$ cat config.mk
export PLATFORM = sky130hd
export DESIGN_NAME = hsfm_ctrl
export DESIGN_NICKNAME = d
export VERILOG_FILES = /design/src/design/hsfm_pkg.sv /design/src/design/hsfm_fault_if.sv /design/src/design/hsfm_ctrl.sv /design/src/design/hsfm_flag_bank.sv
export SDC_FILE = /design/constraint.sdc
export NUM_CORES = 1
export LEC_CHECK = 0
export CAP_MARGIN = 10
export CORE_MARGIN = 10
export CORE_UTILIZATION = 25
export CTS_BUF_LIST = sky130_fd_sc_hd__clkbuf_2 sky130_fd_sc_hd__clkbuf_4 sky130_fd_sc_hd__clkbuf_8
export DETAILED_ROUTE_END_ITERATION = 8
export DONT_BUFFER_PORTS = 1
export PLACE_DENSITY = 0.47
export REMOVE_ABC_BUFFERS = 1
export SLEW_MARGIN = 20
export SYNTH_ARGS = -nofsm -noshare
export SYNTH_HDL_FRONTEND = slang
export SYNTH_SLANG_ARGS = --single-unit
$ cat constraint.sdc
create_clock -name CORE_CLK -period 1.3 [get_ports CORE_CLK]
set_input_delay 0.13 -clock CORE_CLK [delete_from_list [all_inputs] [get_ports CORE_CLK]]
set_output_delay 0.13 -clock CORE_CLK [all_outputs]
set_load 0.01 [all_outputs]
$ cat src/design/hsfm_pkg.sv
// constants for the high-side fault mask and sense mux control bank
package hsfm_pkg;

    // ------------------------------------------------------------------
    // register indices on the register access port
    // ------------------------------------------------------------------
    localparam logic [3:0] HSFM_IDX_FAULT_MASK = 4'h0;
    localparam logic [3:0] HSFM_IDX_SENSE_CHANNEL_SELECT_CTRL = 4'h1;
    localparam logic [3:0] HSFM_IDX_FAULT_FLAG = 4'h2;

    // ------------------------------------------------------------------
    // fault mask and flag layout, shared bit positions
    // ------------------------------------------------------------------
    localparam int HSFM_DATA_W = 16;
    localparam int HSFM_BIT_DRV12_THERMAL = 0;
    localparam int HSFM_BIT_DRV1_OVERCURRENT = 1;
    localparam int HSFM_BIT_DRV1_OPENLOAD = 2;
    localparam int HSFM_BIT_DRV2_OVERCURRENT = 4;
    localparam int HSFM_BIT_DRV2_OPENLOAD = 5;
    localparam int HSFM_BIT_DRV34_THERMAL = 7;
    localparam int HSFM_BIT_DRV3_OVERCURRENT = 8;
    localparam int HSFM_BIT_DRV3_OPENLOAD = 9;
    localparam int HSFM_BIT_DRV4_OVERCURRENT = 11;
    localparam int HSFM_BIT_DRV4_OPENLOAD = 12;
    localparam logic [15:0] HSFM_FAULT_VALID = 16'h1bb7;
    localparam logic [15:0] HSFM_FAULT_MASK_RESET = 16'h0000;
    localparam logic [15:0] HSFM_FAULT_FLAG_RESET = 16'h0000;

    // ------------------------------------------------------------------
    // sense mux control layout
    // ------------------------------------------------------------------
    localparam int HSFM_CH_LSB = 0;
    localparam int HSFM_CH_W = 5;
    localparam int HSFM_BIT_DIV_SEL = 8;
    localparam int HSFM_BIT_MUX_EN = 9;
    localparam logic [15:0] HSFM_SENSE_CHANNEL_SELECT_VALID = 16'h031f;
    localparam logic [15:0] HSFM_SENSE_CHANNEL_SELECT_RESET = 16'h0000;

    // ------------------------------------------------------------------
    // sense channel codes
    // ------------------------------------------------------------------
    localparam int HSFM_NUM_CH = 17;
    localparam logic [4:0] HSFM_CH_ANALOG_GROUND = 5'h00;
    localparam logic [4:0] HSFM_CH_INTERNAL_DIGITAL_SUPPLY = 5'h01;
    localparam logic [4:0] HSFM_CH_REGULATOR_OUTPUT_ONE = 5'h02;
    localparam logic [4:0] HSFM_CH_REGULATOR_OUTPUT_TWO = 5'h03;
    localparam logic [4:0] HSFM_CH_REGULATOR_OUTPUT_THREE = 5'h04;
    localparam logic [4:0] HSFM_CH_INTERNAL_BIAS_VOLTAGE = 5'h05;
    localparam logic [4:0] HSFM_CH_BATTERY_SUPPLY = 5'h06;
    localparam logic [4:0] HSFM_CH_DRIVER_SUPPLY = 5'h07;
    localparam logic [4:0] HSFM_CH_WAKE_INPUT_ONE = 5'h08;
    localparam logic [4:0] HSFM_CH_WAKE_INPUT_TWO = 5'h09;
    localparam logic [4:0] HSFM_CH_HIGH_VOLTAGE_IO_ONE = 5'h0a;
    localparam logic [4:0] HSFM_CH_HIGH_VOLTAGE_IO_TWO = 5'h0b;
    localparam logic [4:0] HSFM_CH_DIE_TEMPERATURE = 5'h0c;
    localparam logic [4:0] HSFM_CH_REG1_TEMPERATURE = 5'h0d;
    localparam logic [4:0] HSFM_CH_REG2_TEMPERATURE = 5'h0e;
    localparam logic [4:0] HSFM_CH_REG3_TEMPERATURE = 5'h0f;
    localparam logic [4:0] HSFM_CH_IO_SUPPLY = 5'h10;
    localparam logic [4:0] HSFM_CH_LAST_VALID = 5'h10;

endpackage : hsfm_pkg

$ cat src/design/hsfm_fault_if.sv
// carrier between the register bank and the fault flag bank
interface hsfm_fault_if;
    logic [15:0] mask;
    logic [15:0] clear;
    logic [15:0] flags;
    logic irq;

    // register side drives mask and clear strobes
    modport regs (
        output mask,
        output clear,
        input flags,
        input irq
    );

    // flag side holds the sticky flags and the request
    modport flagbank (
        input mask,
        input clear,
        output flags,
        output irq
    );
endinterface : hsfm_fault_if

$ cat src/design/hsfm_ctrl.sv
// high-side fault mask, fault flags and sense mux control register bank
//
// Overview of operation
// mask bit 0 inhibits drivers 1-2 thermal
// mask bit 1 inhibits driver 1 overcurrent
// mask bit 2 inhibits driver 1 open load
// mask bit 4 inhibits driver 2 overcurrent
// mask bit 5 inhibits driver 2 open load
// mask bit 7 inhibits drivers 3-4 thermal
// mask bit 8 inhibits driver 3 overcurrent
// mask bit 9 inhibits driver 3 open load
// mask bit 11 inhibits driver 4 overcurrent
// mask bit 12 inhibits driver 4 open load
// reset clears masks; unused bits read zero
// codes 0-5 pick ground, supplies, bias
// codes 6-11 pick divided high-voltage inputs
// codes 12-16 temperatures, io supply; rest reserved
// bit 8 picks divider 10.5 or 20
// bit 9 enables output, normal mode only
// events set flags; write one clears
// request when unmasked flag is set
module hsfm_ctrl
    import hsfm_pkg::*;
(
    input wire logic CORE_CLK,
    input wire logic RST,
    input wire logic [3:0] REG_ADDR,
    input wire logic REG_WR,
    input wire logic REG_RD,
    input wire logic [15:0] REG_WDATA,
    output logic [15:0] REG_RDATA,
    output logic REG_RVALID,
    input wire logic [15:0] FAULT_EVENT,
    input wire logic NORMAL_MODE,
    output logic FAULT_IRQ,
    output logic [15:0] FAULT_PENDING,
    output logic [16:0] SENSE_SELECT,
    output logic SENSE_HV_PATH,
    output logic SENSE_DIV_HIGH,
    output logic SENSE_OUT_EN,
    output logic SENSE_PULLDOWN_EN,
    output logic SENSE_RESERVED
);

    // ------------------------------------------------------------------
    // storage
    // ------------------------------------------------------------------
    logic [15:0] fault_mask;
    logic [15:0] sense_channel_select_ctrl;
    logic [15:0] next_fault_mask;
    logic [15:0] next_sense_channel_select_ctrl;
    logic [15:0] next_rdata;
    logic [16:0] next_select;
    logic next_hv_path;
    logic next_div_high;
    logic next_out_en;
    logic next_reserved;

    hsfm_fault_if fif ();

    // ------------------------------------------------------------------
    // address decode
    // ------------------------------------------------------------------
    wire hit_mask = (REG_ADDR == HSFM_IDX_FAULT_MASK);
    wire hit_sense_channel_select = (REG_ADDR == HSFM_IDX_SENSE_CHANNEL_SELECT_CTRL);
    wire hit_flag = (REG_ADDR == HSFM_IDX_FAULT_FLAG);
    wire wr_mask = REG_WR & hit_mask;
    wire wr_sense_channel_select = REG_WR & hit_sense_channel_select;
    wire wr_flag = REG_WR & hit_flag;

    // ------------------------------------------------------------------
    // fault mask register
    // ------------------------------------------------------------------
    // named views of each inhibit bit
    wire drv12_thermal_mask = fault_mask[HSFM_BIT_DRV12_THERMAL];
    wire drv1_overcurrent_mask = fault_mask[HSFM_BIT_DRV1_OVERCURRENT];
    wire drv1_openload_mask = fault_mask[HSFM_BIT_DRV1_OPENLOAD];
    wire drv2_overcurrent_mask = fault_mask[HSFM_BIT_DRV2_OVERCURRENT];
    wire drv2_openload_mask = fault_mask[HSFM_BIT_DRV2_OPENLOAD];
    wire drv34_thermal_mask = fault_mask[HSFM_BIT_DRV34_THERMAL];
    wire drv3_overcurrent_mask = fault_mask[HSFM_BIT_DRV3_OVERCURRENT];
    wire drv3_openload_mask = fault_mask[HSFM_BIT_DRV3_OPENLOAD];
    wire drv4_overcurrent_mask = fault_mask[HSFM_BIT_DRV4_OVERCURRENT];
    wire drv4_openload_mask = fault_mask[HSFM_BIT_DRV4_OPENLOAD];

    // unused positions never store a one
    assign next_fault_mask = wr_mask ? (REG_WDATA & HSFM_FAULT_VALID) : fault_mask;

    // mask reaches the flag bank bit by bit
    assign fif.mask[HSFM_BIT_DRV12_THERMAL] = drv12_thermal_mask;
    assign fif.mask[HSFM_BIT_DRV1_OVERCURRENT] = drv1_overcurrent_mask;
    assign fif.mask[HSFM_BIT_DRV1_OPENLOAD] = drv1_openload_mask;
    assign fif.mask[3] = 1'b0;
    assign fif.mask[HSFM_BIT_DRV2_OVERCURRENT] = drv2_overcurrent_mask;
    assign fif.mask[HSFM_BIT_DRV2_OPENLOAD] = drv2_openload_mask;
    assign fif.mask[6] = 1'b0;
    assign fif.mask[HSFM_BIT_DRV34_THERMAL] = drv34_thermal_mask;
    assign fif.mask[HSFM_BIT_DRV3_OVERCURRENT] = drv3_overcurrent_mask;
    assign fif.mask[HSFM_BIT_DRV3_OPENLOAD] = drv3_openload_mask;
    assign fif.mask[10] = 1'b0;
    assign fif.mask[HSFM_BIT_DRV4_OVERCURRENT] = drv4_overcurrent_mask;
    assign fif.mask[HSFM_BIT_DRV4_OPENLOAD] = drv4_openload_mask;
    assign fif.mask[15:13] = 3'h0;

    // ------------------------------------------------------------------
    // fault flags: write one to clear
    // ------------------------------------------------------------------
    assign fif.clear = wr_flag ? (REG_WDATA & HSFM_FAULT_VALID) : 16'h0000;

    hsfm_flag_bank u_flags (
        .clk (CORE_CLK),
        .rst (RST),
        .fault_event (FAULT_EVENT),
        .fif (fif)
    );

    // ------------------------------------------------------------------
    // sense mux control register
    // ------------------------------------------------------------------
    assign next_sense_channel_select_ctrl = wr_sense_channel_select ? (REG_WDATA & HSFM_SENSE_CHANNEL_SELECT_VALID) : sense_channel_select_ctrl;

    wire [4:0] sense_channel_select = sense_channel_select_ctrl[HSFM_CH_LSB +: HSFM_CH_W];
    wire sense_divider_select = sense_channel_select_ctrl[HSFM_BIT_DIV_SEL];
    wire sense_mux_enable = sense_channel_select_ctrl[HSFM_BIT_MUX_EN];

    // ------------------------------------------------------------------
    // channel decode, one select line per source
    // ------------------------------------------------------------------
    genvar c;
    generate
        for (c = 0; c < HSFM_NUM_CH; c++) begin : g_ch
            // codes 0..16 map straight to select lines
            assign next_select[c] = (sense_channel_select == 5'(c));
        end
    endgenerate

    // high-voltage channels through the divider
    wire ch_hv = (sense_channel_select >= HSFM_CH_BATTERY_SUPPLY)
               && (sense_channel_select <= HSFM_CH_HIGH_VOLTAGE_IO_TWO);
    // codes above the io supply select nothing
    wire ch_reserved = (sense_channel_select > HSFM_CH_LAST_VALID);

    assign next_hv_path = ch_hv;
    // divider ratio only matters on the high-voltage path
    assign next_div_high = ch_hv & sense_divider_select;
    assign next_reserved = ch_reserved;
    // drive only when enabled, in normal mode, on a real channel
    assign next_out_en = sense_mux_enable & NORMAL_MODE & ~ch_reserved;

    // ------------------------------------------------------------------
    // read data mux
    // ------------------------------------------------------------------
    always_comb begin
        next_rdata = 16'h0000;
        if (hit_mask) begin
            next_rdata = fault_mask & HSFM_FAULT_VALID;
        end else if (hit_sense_channel_select) begin
            next_rdata = sense_channel_select_ctrl & HSFM_SENSE_CHANNEL_SELECT_VALID;
        end else if (hit_flag) begin
            next_rdata = fif.flags;
        end else begin
            next_rdata = 16'h0000;
        end
    end

    // ------------------------------------------------------------------
    // registers
    // ------------------------------------------------------------------
    // control storage, cleared at reset
    always_ff @(posedge CORE_CLK) begin
        if (RST) begin
            fault_mask <= HSFM_FAULT_MASK_RESET;
            sense_channel_select_ctrl <= HSFM_SENSE_CHANNEL_SELECT_RESET;
        end else begin
            fault_mask <= next_fault_mask;
            sense_channel_select_ctrl <= next_sense_channel_select_ctrl;
        end
    end

    // read port, answers one cycle after the request
    always_ff @(posedge CORE_CLK) begin
        if (RST) begin
            REG_RDATA <= 16'h0000;
            REG_RVALID <= 1'b0;
        end else begin
            REG_RVALID <= REG_RD;
            if (REG_RD) begin
                REG_RDATA <= next_rdata;
            end
        end
    end

    // sense mux steering outputs
    always_ff @(posedge CORE_CLK) begin
        if (RST) begin
            SENSE_SELECT <= 17'h00000;
            SENSE_HV_PATH <= 1'b0;
            SENSE_DIV_HIGH <= 1'b0;
            SENSE_OUT_EN <= 1'b0;
            SENSE_PULLDOWN_EN <= 1'b1;
            SENSE_RESERVED <= 1'b0;
        end else begin
            SENSE_SELECT <= next_select;
            SENSE_HV_PATH <= next_hv_path;
            SENSE_DIV_HIGH <= next_div_high;
            SENSE_OUT_EN <= next_out_en;
            SENSE_PULLDOWN_EN <= ~next_out_en;
            SENSE_RESERVED <= next_reserved;
        end
    end

    // ------------------------------------------------------------------
    // fault request outputs
    // ------------------------------------------------------------------
    // pending view: flags that are not inhibited
    always_ff @(posedge CORE_CLK) begin
        if (RST) begin
            FAULT_PENDING <= 16'h0000;
        end else begin
            FAULT_PENDING <= fif.flags & ~fif.mask & HSFM_FAULT_VALID;
        end
    end

    assign FAULT_IRQ = fif.irq;

endmodule : hsfm_ctrl

$ cat src/design/hsfm_flag_bank.sv
// sticky fault flags with pin synchronisers and masked request
module hsfm_flag_bank
    import hsfm_pkg::*;
(
    input wire logic clk,
    input wire logic rst,
    input wire logic [15:0] fault_event,
    hsfm_fault_if.flagbank fif
);

    // ------------------------------------------------------------------
    // per-bit synchroniser, qualifier and sticky flag
    // ------------------------------------------------------------------
    genvar i;
    generate
        for (i = 0; i < HSFM_DATA_W; i++) begin : g_bit
            if (HSFM_FAULT_VALID[i]) begin : g_used
                logic sync1;
                logic sync2;
                logic sync3;
                logic stable;
                logic rise;
                logic flag;
                logic next_flag;
                // a rise counts once second and third stages agree high
                assign rise = sync2 & sync3 & ~stable;
                // set wins over a write-one clear in the same cycle
                assign next_flag = rise | (flag & ~fif.clear[i]);
                always_ff @(posedge clk) begin
                    if (rst) begin
                        sync1 <= 1'b0;
                        sync2 <= 1'b0;
                        sync3 <= 1'b0;
                        stable <= 1'b0;
                        flag <= 1'b0;
                    end else begin
                        sync1 <= fault_event[i];
                        sync2 <= sync1;
                        sync3 <= sync2;
                        if (sync2 == sync3) begin
                            stable <= sync3;
                        end
                        flag <= next_flag;
                    end
                end
                assign fif.flags[i] = flag;
            end else begin : g_unused
                assign fif.flags[i] = 1'b0;
            end
        end
    endgenerate

    // request whenever any flag is set with its mask bit clear
    assign fif.irq = |(fif.flags & ~fif.mask & HSFM_FAULT_VALID);

endmodule : hsfm_flag_bank

==> out/qor.txt, run 1 <==
Die area = 21700 sq um
Routed vias/inst = 4.31
Residual DRC count = 0
Leak = 1.98 nW
Clk buf depth = 2
Endpoints failing setup = 1
First DRT Iteration DRCs = 198
CP endpoint kind = output pin
RSZ-0062 raised after global routing = true
TritonCTS buffer count = 9
Crit Path Class = register to output pin
Pre-CTS setup slack = -0.0326 ns
Biggest register = SENSE_SELECT
Max frequency = 642 MHz
GP Congestion = 0.742
Largest net degree at the start of global routing = 61
Syn Std Cell Area = 4050 sq um
DPL Wire Length = 7010 um
Die width = 147 um
First-pass GRT wire length = 16900 um
Critical Path Fanout Max = 2
Worst hold path type = input port to register
Fin. Hold Viols = 0
Largest regs = SENSE_SELECT (17), REG_RDATA (11)
Max reg flops = 17
Skew final = 0.0109 ns
Rel. slew slack = 65.8%
Slew Limit Fails = 0
Tot Pwr = 0.00613 W
Commonest non-fill, non-tap cell in the layout = dfxtp_1
Die Span Y = 147 um
Number of I/O pins = 97
Mapped Cells = 419
Grt total ovfl = 0
Tmin final = 1.56 ns
Area grow syn2layout = 27.6%
Worst Tran Pin Value = 0.512 ns
Failing checks = negative setup slack
Setup slack, reg-to-reg = 0.02 ns
CP Data Required Time = 1.17 ns
Final WS setup = -0.258 ns
FF+latch count, synth = 111
GRT Resource Usage Total = 9.93%
Worst setup SP type = register
Max Cap Violations = 0
Root buffer cell = clkbuf_8
Routed WL = 10900 um
Worst EP arrival = 1.43 ns
Share of layout cells above drive strength 1 = 13.8%
Antenna Diode Count = 0
Most frequent cells in the layout = 102 x dfxtp_1, 50 x dlygate4sd3_1, 35 x nand2b_1, 33 x nor2b_1
Period utilisation layout = 120%
H-tree levels = 3
Post-detailed-route wirelength per cell = 15.6 um
Initial antenna violation count = 0
Status = complete, but fails checks
Vias = 2999
Vias in the first global route = 2997
CTS tree = built
Nets@finish = 527
Post-DRT Antenna Nets = 0
Cell variety after synth = 33
Synth Area per Inst = 9.67 sq um
Yosys Warn Count = 0
Core ar. = 15900 sq um
Initial DRT Pass Iterations = 4
Max VDD drop = 0.447 mV
Number of port buffers = 0
Register area share after synthesis = 54.9%
Initial Util = 25.5%
Rows = 46
Clk slew on worst S/H paths = 0.10 ns
Clk_lat worst skew = 0.38 ns
Clock sink total = 111
Pwr Density = 1190 nW/um^2
final timing paths:
path                            startpoint                            end  depth (start not counted)
max reg2reg   sense_channel_select_ctrl[0]              SENSE_PULLDOWN_EN                          2
min reg2reg  u_flags.g_bit[0].g_used.sync1  u_flags.g_bit[0].g_used.sync2                          1
max                          fault_mask[9]                      FAULT_IRQ                          3
min                           REG_WDATA[7]   u_flags.g_bit[7].g_used.flag                          3
layout make-up:
cell class / instances / area (sq um)
sequential: 111 / 2230
timing repair buffer: 73 / 711
clock buffer: 11 / 145
fill: 1718 / 10700
multi-input combinational: 268 / 1690
tap: 216 / 270
clock inverter: 4 / 70.1
inverter: 13 / 48.8
cell families after synthesis:
kind of cell	synth area share [%]
flip-flops	54.9
buffers and inverters	5.93
multiplexers	5.31
AND/OR/NAND/NOR	21.6
adder cells (fa/ha/maj)	3.09
AO/OA/AOI/OAI	9.08
other	0.0926
metrics by stage:
step | instance area (sq um) | setup TNS (ns) | std cells | util (%) | hold WS (ns)
2_1_floorplan | 3900 | -0.400 | 392 | - | 0.199
3_3_place_gp | 4330 | -0.0500 | 628 | 27.3 | 0.214
3_5_place_dp | 4330 | -0.0691 | 628 | 27.3 | 0.214
4_1_cts | 5130 | -0.964 | 695 | 32.3 | 0.000206
5_1_grt | 5170 | -0.367 | 696 | 32.5 | 0.0220
6_report | 5170 | -0.258 | 696 | 32.5 | 0.0232
power by group:
part           internal [W]  switching [W]
sequential          0.00346      0.0000342
clock               0.00114        0.00112
combinational      0.000198       0.000175
total               0.00480        0.00133
timing repair:
action,CTS,global route
hold buffers,51,1
pin swaps,2,1
setup buffers,1,0
setup endpoints to repair,3,18
resized for setup,17,8
endpoints found under the hold margin,98,1
cell usage after synthesis:
library cell,number,share of area (%)
buf_2,6,0.74
o21ai_1,2,0.25
nand2b_1,39,6.0
a21oi_1,28,3.5
nand3_1,26,3.2
buf_1,3,0.28
a221oi_1,1,0.22
buf_4,12,2.2
a22o_1,1,0.22
a21boi_0,1,0.19
ha_1,10,3.1
nor2_1,29,2.7
and3_1,1,0.15
nand3b_1,1,0.19
or3_1,5,0.77
dfxtp_1,111,55
or4b_1,1,0.25
o21ai_0,23,2.8
nor3_1,15,1.9
mux2i_1,17,4.2
clkbuf_1,16,1.5
o22ai_1,3,0.46
and2_1,1,0.15
nand2_1,6,0.56
or4_1,2,0.37
conb_1,1,0.093
nand4_1,2,0.31
a211o_1,1,0.22
a32o_1,3,0.74
nor2b_1,33,5.1
mux2_2,4,1.1
inv_1,13,1.2
a221o_1,2,0.49
worst max-delay path, cell delays in order, from the launching register on:
cell      delay [ns]
dfxtp_2         0.34
nand2b_4        0.12
nand4_1         0.12
or4_4           0.47
per-layer routing:
| metal | routed length, um | track usage, % |
|---|---|---|
| met1 | 4750 | 12.2 |
| met3 | 1110 | 4.58 |
| met4 | 171 | 3.57 |
| met2 | 4830 | 15.0 |
| met5 | 0 | 0 |
(Power assumes the default switching activity.)
==> run 2, diff against run 1 <==
Settings changed: SETUP_SLACK_MARGIN set to 0.02.
==> run 2 against run 1 <==
  * The flow still finishes with violations (negative setup slack)
  * Sequential share of layout area fell by 0.084 points
  * Non-clock buffer count rose by 1
  * Core utilization rose by 0.063 points
  * Final cell count rose by 0.14%
  * Clock-buffer cell count did not move
  * Sequential cell count did not move
  * Hold slack got worse by 0.0020 ns
  * Highest routed layer unchanged
  * Die area did not move
  * Sequential power barely moved
==> out/qor.txt, run 2 (same netlist as run 1, synthesis figures left out) <==
Max Cap Violations = 0
Max incr delay on CP = 0.47 ns
Worst EP arrival = 1.43 ns
Initial DRT Pass Iterations = 4
Period utilisation layout = 120%
Filler cells = 1715
Endpoints failing setup = 1
H-tree levels = 3
Worst setup SP type = register
Vias in the first global route = 3000
Fin. Hold Viols = 0
GR Util met2 = 15.0%
Routed vias/inst = 4.33
Clk buf depth = 2
First-pass GRT wire length = 16900 um
Antenna Diode Count = 0
Commonest non-fill, non-tap cell in the layout = dfxtp_1
CP endpoint kind = output pin
Die area = 21700 sq um
Met3 Track Usage GR = 4.58%
Crit path cell chain = nand2b_4 -> nand4_1 -> or4_4
Routed WL = 10900 um
Number of port buffers = 0
Worst hold path type = input port to register
Rel. slew slack = 64.1%
Clk_lat worst skew = 0.38 ns
Post-route cell area = 5180 sq um
Root buffer cell = clkbuf_8
Final WS setup = -0.257 ns
DPL Wire Length = 7010 um
First DRT Iteration DRCs = 164
DP Area = 4330 sq um
Worst Tran Pin Value = 0.538 ns
Skew final = 0.0112 ns
Rows = 46
Pre-CTS setup slack = -0.0326 ns
Busiest metal layer after global routing = met2
Vias = 3015
Setup Total Neg Slack = -0.257 ns
TritonCTS buffer count = 9
Residual DRC count = 0
Die Span Y = 147 um
Register Area = 2230 sq um
CP Data Required Time = 1.17 ns
Status = complete, but fails checks
Failing checks = negative setup slack
Largest net degree at the start of global routing = 60
CTS tree = built
RSZ-0062 raised after global routing = true
Initial antenna violation count = 0
Crit Path Class = register to output pin
Max reg flops = 17
Multi-input gate area = 1690 sq um
Initial Util = 25.5%
Critical Path Fanout Max = 2
Number of I/O pins = 97
Core ar. = 15900 sq um
Post-detailed-route wirelength per cell = 15.6 um
Grt total ovfl = 0
Die width = 147 um
Clock sink total = 111
CP max-delay cell = or4_4
GRT Resource Usage Total = 9.95%
Nets@finish = 528
Slew Limit Fails = 0
Max frequency = 642 MHz
Share of layout cells above drive strength 1 = 13.7%
Tot Pwr = 0.00613 W
Biggest register = SENSE_SELECT
GP Congestion = 0.742
Largest regs = SENSE_SELECT (17), REG_RDATA (11)
Met1 Usage GRT = 12.2%
Tmin final = 1.56 ns
Max VDD drop = 0.447 mV
Most frequent cells in the layout = 102 x dfxtp_1, 51 x dlygate4sd3_1, 35 x nand2b_1, 33 x nor2b_1
Area grow syn2layout = 27.8%
Post-DRT Antenna Nets = 0
Leak = 1.99 nW
Clk slew on worst S/H paths = 0.10 ns
Pwr Density = 1180 nW/um^2
==> run 2: critical path: cells and delay by family (launching register included) <==
| kind | cells | cell delay [ns] |
|---|---|---|
| flops | 1 | 0.34 |
| simple gates | 3 | 0.71 |
==> run 2: path summary, 6_finish.rpt <==
path | startpoint | endpoint | slack, ns | cells after the start
worst min register to register | u_flags.g_bit[0].g_used.sync1 | u_flags.g_bit[0].g_used.sync2 | 0.46 | 1
worst max-delay path | fault_mask[9] | FAULT_IRQ | -0.26 | 3
worst min-delay path | REG_WDATA[7] | u_flags.g_bit[7].g_used.flag | 0.02 | 3
worst max register to register | sense_channel_select_ctrl[0] | SENSE_PULLDOWN_EN | 0.02 | 2
==> run 2: where the power goes <==
group / leakage [nW] / total [W] / internal [W] / switching (W)
registers: 0.905 / 0.00349 / 0.00346 / 0.0000344
logic: 0.968 / 0.000375 / 0.000199 / 0.000176
clock network: 0.113 / 0.00226 / 0.00114 / 0.00112
total: 1.99 / 0.00613 / 0.00480 / 0.00133
==> run 2: area by class of cell <==
| class | instances | share of cell area [%] |
|---|---|---|
| tap | 216 | 5.22 |
| clock inverter | 4 | 1.35 |
| sequential | 111 | 43.1 |
| timing repair buffer | 74 | 13.9 |
| multi-input combinational | 268 | 32.6 |
| inverter | 13 | 0.942 |
| clock buffer | 11 | 2.80 |
==> run 2: through the flow <==
step                hold slack (ns)  std cells  utilization (%)
floorplan                     0.199        392                -
global placement              0.214        628             27.3
detailed placement            0.214        628             27.3
CTS                        0.000206        696             32.4
global route                 0.0220        697             32.6
finish                       0.0212        697             32.6
==> run 2: repair_timing <==
action | in CTS | in global routing
endpoints found under the hold margin | 98 | 1
hold buffers | 52 | 1
resized for setup | 17 | 8
pin swaps | 2 | 1
setup endpoints to repair | 3 | 19
setup buffers | 1 | 0
==> run 2: per-layer routing <==
layer	wire length, um	up-vias
met5	0	-
met4	171	0
met3	994	13
met2	4800	93
met1	4930	1419
li1	-	1490
==> run 3, diff against run 2 <==
Settings changed: PLACE_DENSITY 0.47 to 0.46.
==> run 3 against run 2 <==
  * First-iteration DRC count grew 19%
  * Sequential power is essentially flat
  * Cell area shrank 0.51%
  * Die area is the same
  * The flow still finishes with violations (negative setup slack)
  * Critical endpoint unchanged
  * Fmax shrank 0.25%
  * Hold slack lost 0.0036 ns
==> out/qor.txt, run 3 (same netlist as run 1, synthesis figures left out) <==
Commonest non-fill, non-tap cell in the layout = dfxtp_1
Crit Path Class = register to output pin
Post-DRT Antenna Nets = 0
Sw frac = 23.5%
Max VDD drop = 0.723 mV
Max reg flops = 17
Skew final = 0.0148 ns
Critical Path Fanout Max = 2
Period utilisation layout = 120%
Die Span Y = 147 um
Tot Pwr = 0.00595 W
Filler cells = 1700
Crit path cell chain = inv_1 -> o22ai_1 -> or4_4
Post-route cell area = 5150 sq um
Clock sink total = 111
CP max-delay cell = or4_4
P_int = 0.00455 W
Largest regs = SENSE_SELECT (17), REG_RDATA (11)
H-tree levels = 3
Initial Util = 25.5%
GRT Resource Usage Total = 10.2%
Flop pwr share = 58.7%
Largest net degree at the start of global routing = 59
Post-detailed-route wirelength per cell = 15.7 um
Final WS setup = -0.261 ns
Status = complete, but fails checks
Initial DRT Pass Iterations = 4
Residual DRC count = 0
Number of I/O pins = 97
DP Area = 4330 sq um
Worst hold path type = input port to register
GP Congestion = 0.726
Nets@finish = 531
CP Data Required Time = 1.17 ns
Slew Limit Fails = 0
Biggest register = SENSE_SELECT
Clk_lat worst skew = 0.38 ns
Share of layout cells above drive strength 1 = 12.8%
Fin. Hold Viols = 0
Register Area = 2230 sq um
Clk slew on worst S/H paths = 0.11 ns
Core ar. = 15900 sq um
Leak = 1.96 nW
Combinational Power Share = 6.3%
Post-Route Utilization = 32.4%
TritonCTS buffer count = 9
Clock power frac = 35.0%
CP endpoint kind = output pin
Max Cap Violations = 0
Multi-input gate area = 1670 sq um
Routed vias/inst = 4.34
Die width = 147 um
Grt total ovfl = 0
Endpoints failing setup = 1
Max frequency = 640 MHz
Vias in the first global route = 3046
Most frequent cells in the layout = 101 x dfxtp_1, 52 x dlygate4sd3_1, 35 x nand2b_1, 33 x nor2b_1, 29 x nor2_1
Die area = 21700 sq um
Sw power = 0.00140 W
CTS tree = built
Routed WL = 11000 um
Failing checks = negative setup slack
Vias = 3039
First DRT Iteration DRCs = 195
First-pass GRT wire length = 17300 um
Clk buf depth = 2
Number of port buffers = 0
Rows = 46
Area grow syn2layout = 27.2%
RSZ-0062 raised after global routing = true
Tmin final = 1.56 ns
Initial antenna violation count = 1
Pwr Density = 1160 nW/um^2
Root buffer cell = clkbuf_8
Worst EP arrival = 1.43 ns
Worst setup SP type = register
DPL Wire Length = 6940 um
Max incr delay on CP = 0.56 ns
==> run 3: cell types whose count changed in the layout (fill, tap and decap cells not counted), moves of 2 or more <==
cell | before | now
buf_4 | 20 | 23
clkinvlp_4 | 0 | 3
clkinv_2 | 2 | 0
inv_1 | 9 | 11
inv_2 | 4 | 2
inv_6 | 0 | 2
o22ai_1 | 1 | 3
o22ai_2 | 2 | 0
==> run 3: layer usage <==
| metal | global-route usage (%) | wire length (um) | share of wire (%) | vias to the layer above |
|---|---|---|---|---|
| li1 | - | - | - | 1505 |
| met2 | 15.5 | 4910 | 45 | 91 |
| met5 | 0 | 0 | 0 | - |
| met4 | 2.53 | 106 | 0.96 | 0 |
| met3 | 5.50 | 1190 | 11 | 10 |
| met1 | 12.2 | 4810 | 44 | 1433 |
==> run 3: what timing repair did <==
action,in CTS,in global routing
endpoints found under the hold margin,92,1
resized for setup,14,6
pin swaps,2,0
buffers inserted,1,0
setup endpoints to repair,3,19
hold buffers,54,1
==> run 3: power groups by stage <==
stage / Combinational, W / Clock (W) / Sequential (W)
floorplan: 0.000153 / 0 / 0.00356
global placement: 0.000199 / 0 / 0.00357
detailed placement: 0.000203 / 0 / 0.00357
CTS: 0.000372 / 0.00216 / 0.00350
global route: 0.000413 / 0.00230 / 0.00350
finish: 0.000374 / 0.00209 / 0.00349
==> run 3: worst paths after layout <==
| path | cells past startpoint | end | startpoint | slack [ns] |
|---|---|---|---|---|
| max | 3 | FAULT_IRQ | u_flags.g_bit[1].g_used.flag | -0.26 |
| min | 3 | u_flags.g_bit[12].g_used.flag | REG_WDATA[12] | 0.02 |
| max reg2reg | 2 | SENSE_PULLDOWN_EN | sense_channel_select_ctrl[0] | 0.04 |
| min reg2reg | 1 | u_flags.g_bit[0].g_used.sync2 | u_flags.g_bit[0].g_used.sync1 | 0.44 |
==> run 3: cell type report <==
cell class,count,area share (%)
Inverter,13,0.947
Sequential cell,111,43.4
Tap cell,216,5.25
Timing Repair Buffer,77,14.2
Multi-Input combinational cell,268,32.4
Clock inverter,6,1.36
Antenna cell,1,0.0486
Clock buffer,9,2.40
==> run 3: through the flow <==
step	cells	worst slack, ns	hold WS [ns]	TNS, ns
after CTS	700	-0.297	0.000858	-0.395
after global routing	700	-0.347	0.00939	-0.352
after detailed placement	630	-0.0520	0.213	-0.0852
final	701	-0.261	0.0177	-0.261
after global placement	630	-0.0367	0.214	-0.0475
after floorplan	392	-0.109	0.199	-0.400
==> run 3: critical path, delay by kind of cell, from the launching register on <==
family / cells / cell delay, ns
and+or+nand+nor: 1 / 0.56
DFF: 1 / 0.32
AOI/OAI and AO/OA: 1 / 0.09
buffers and inverters: 1 / 0.07
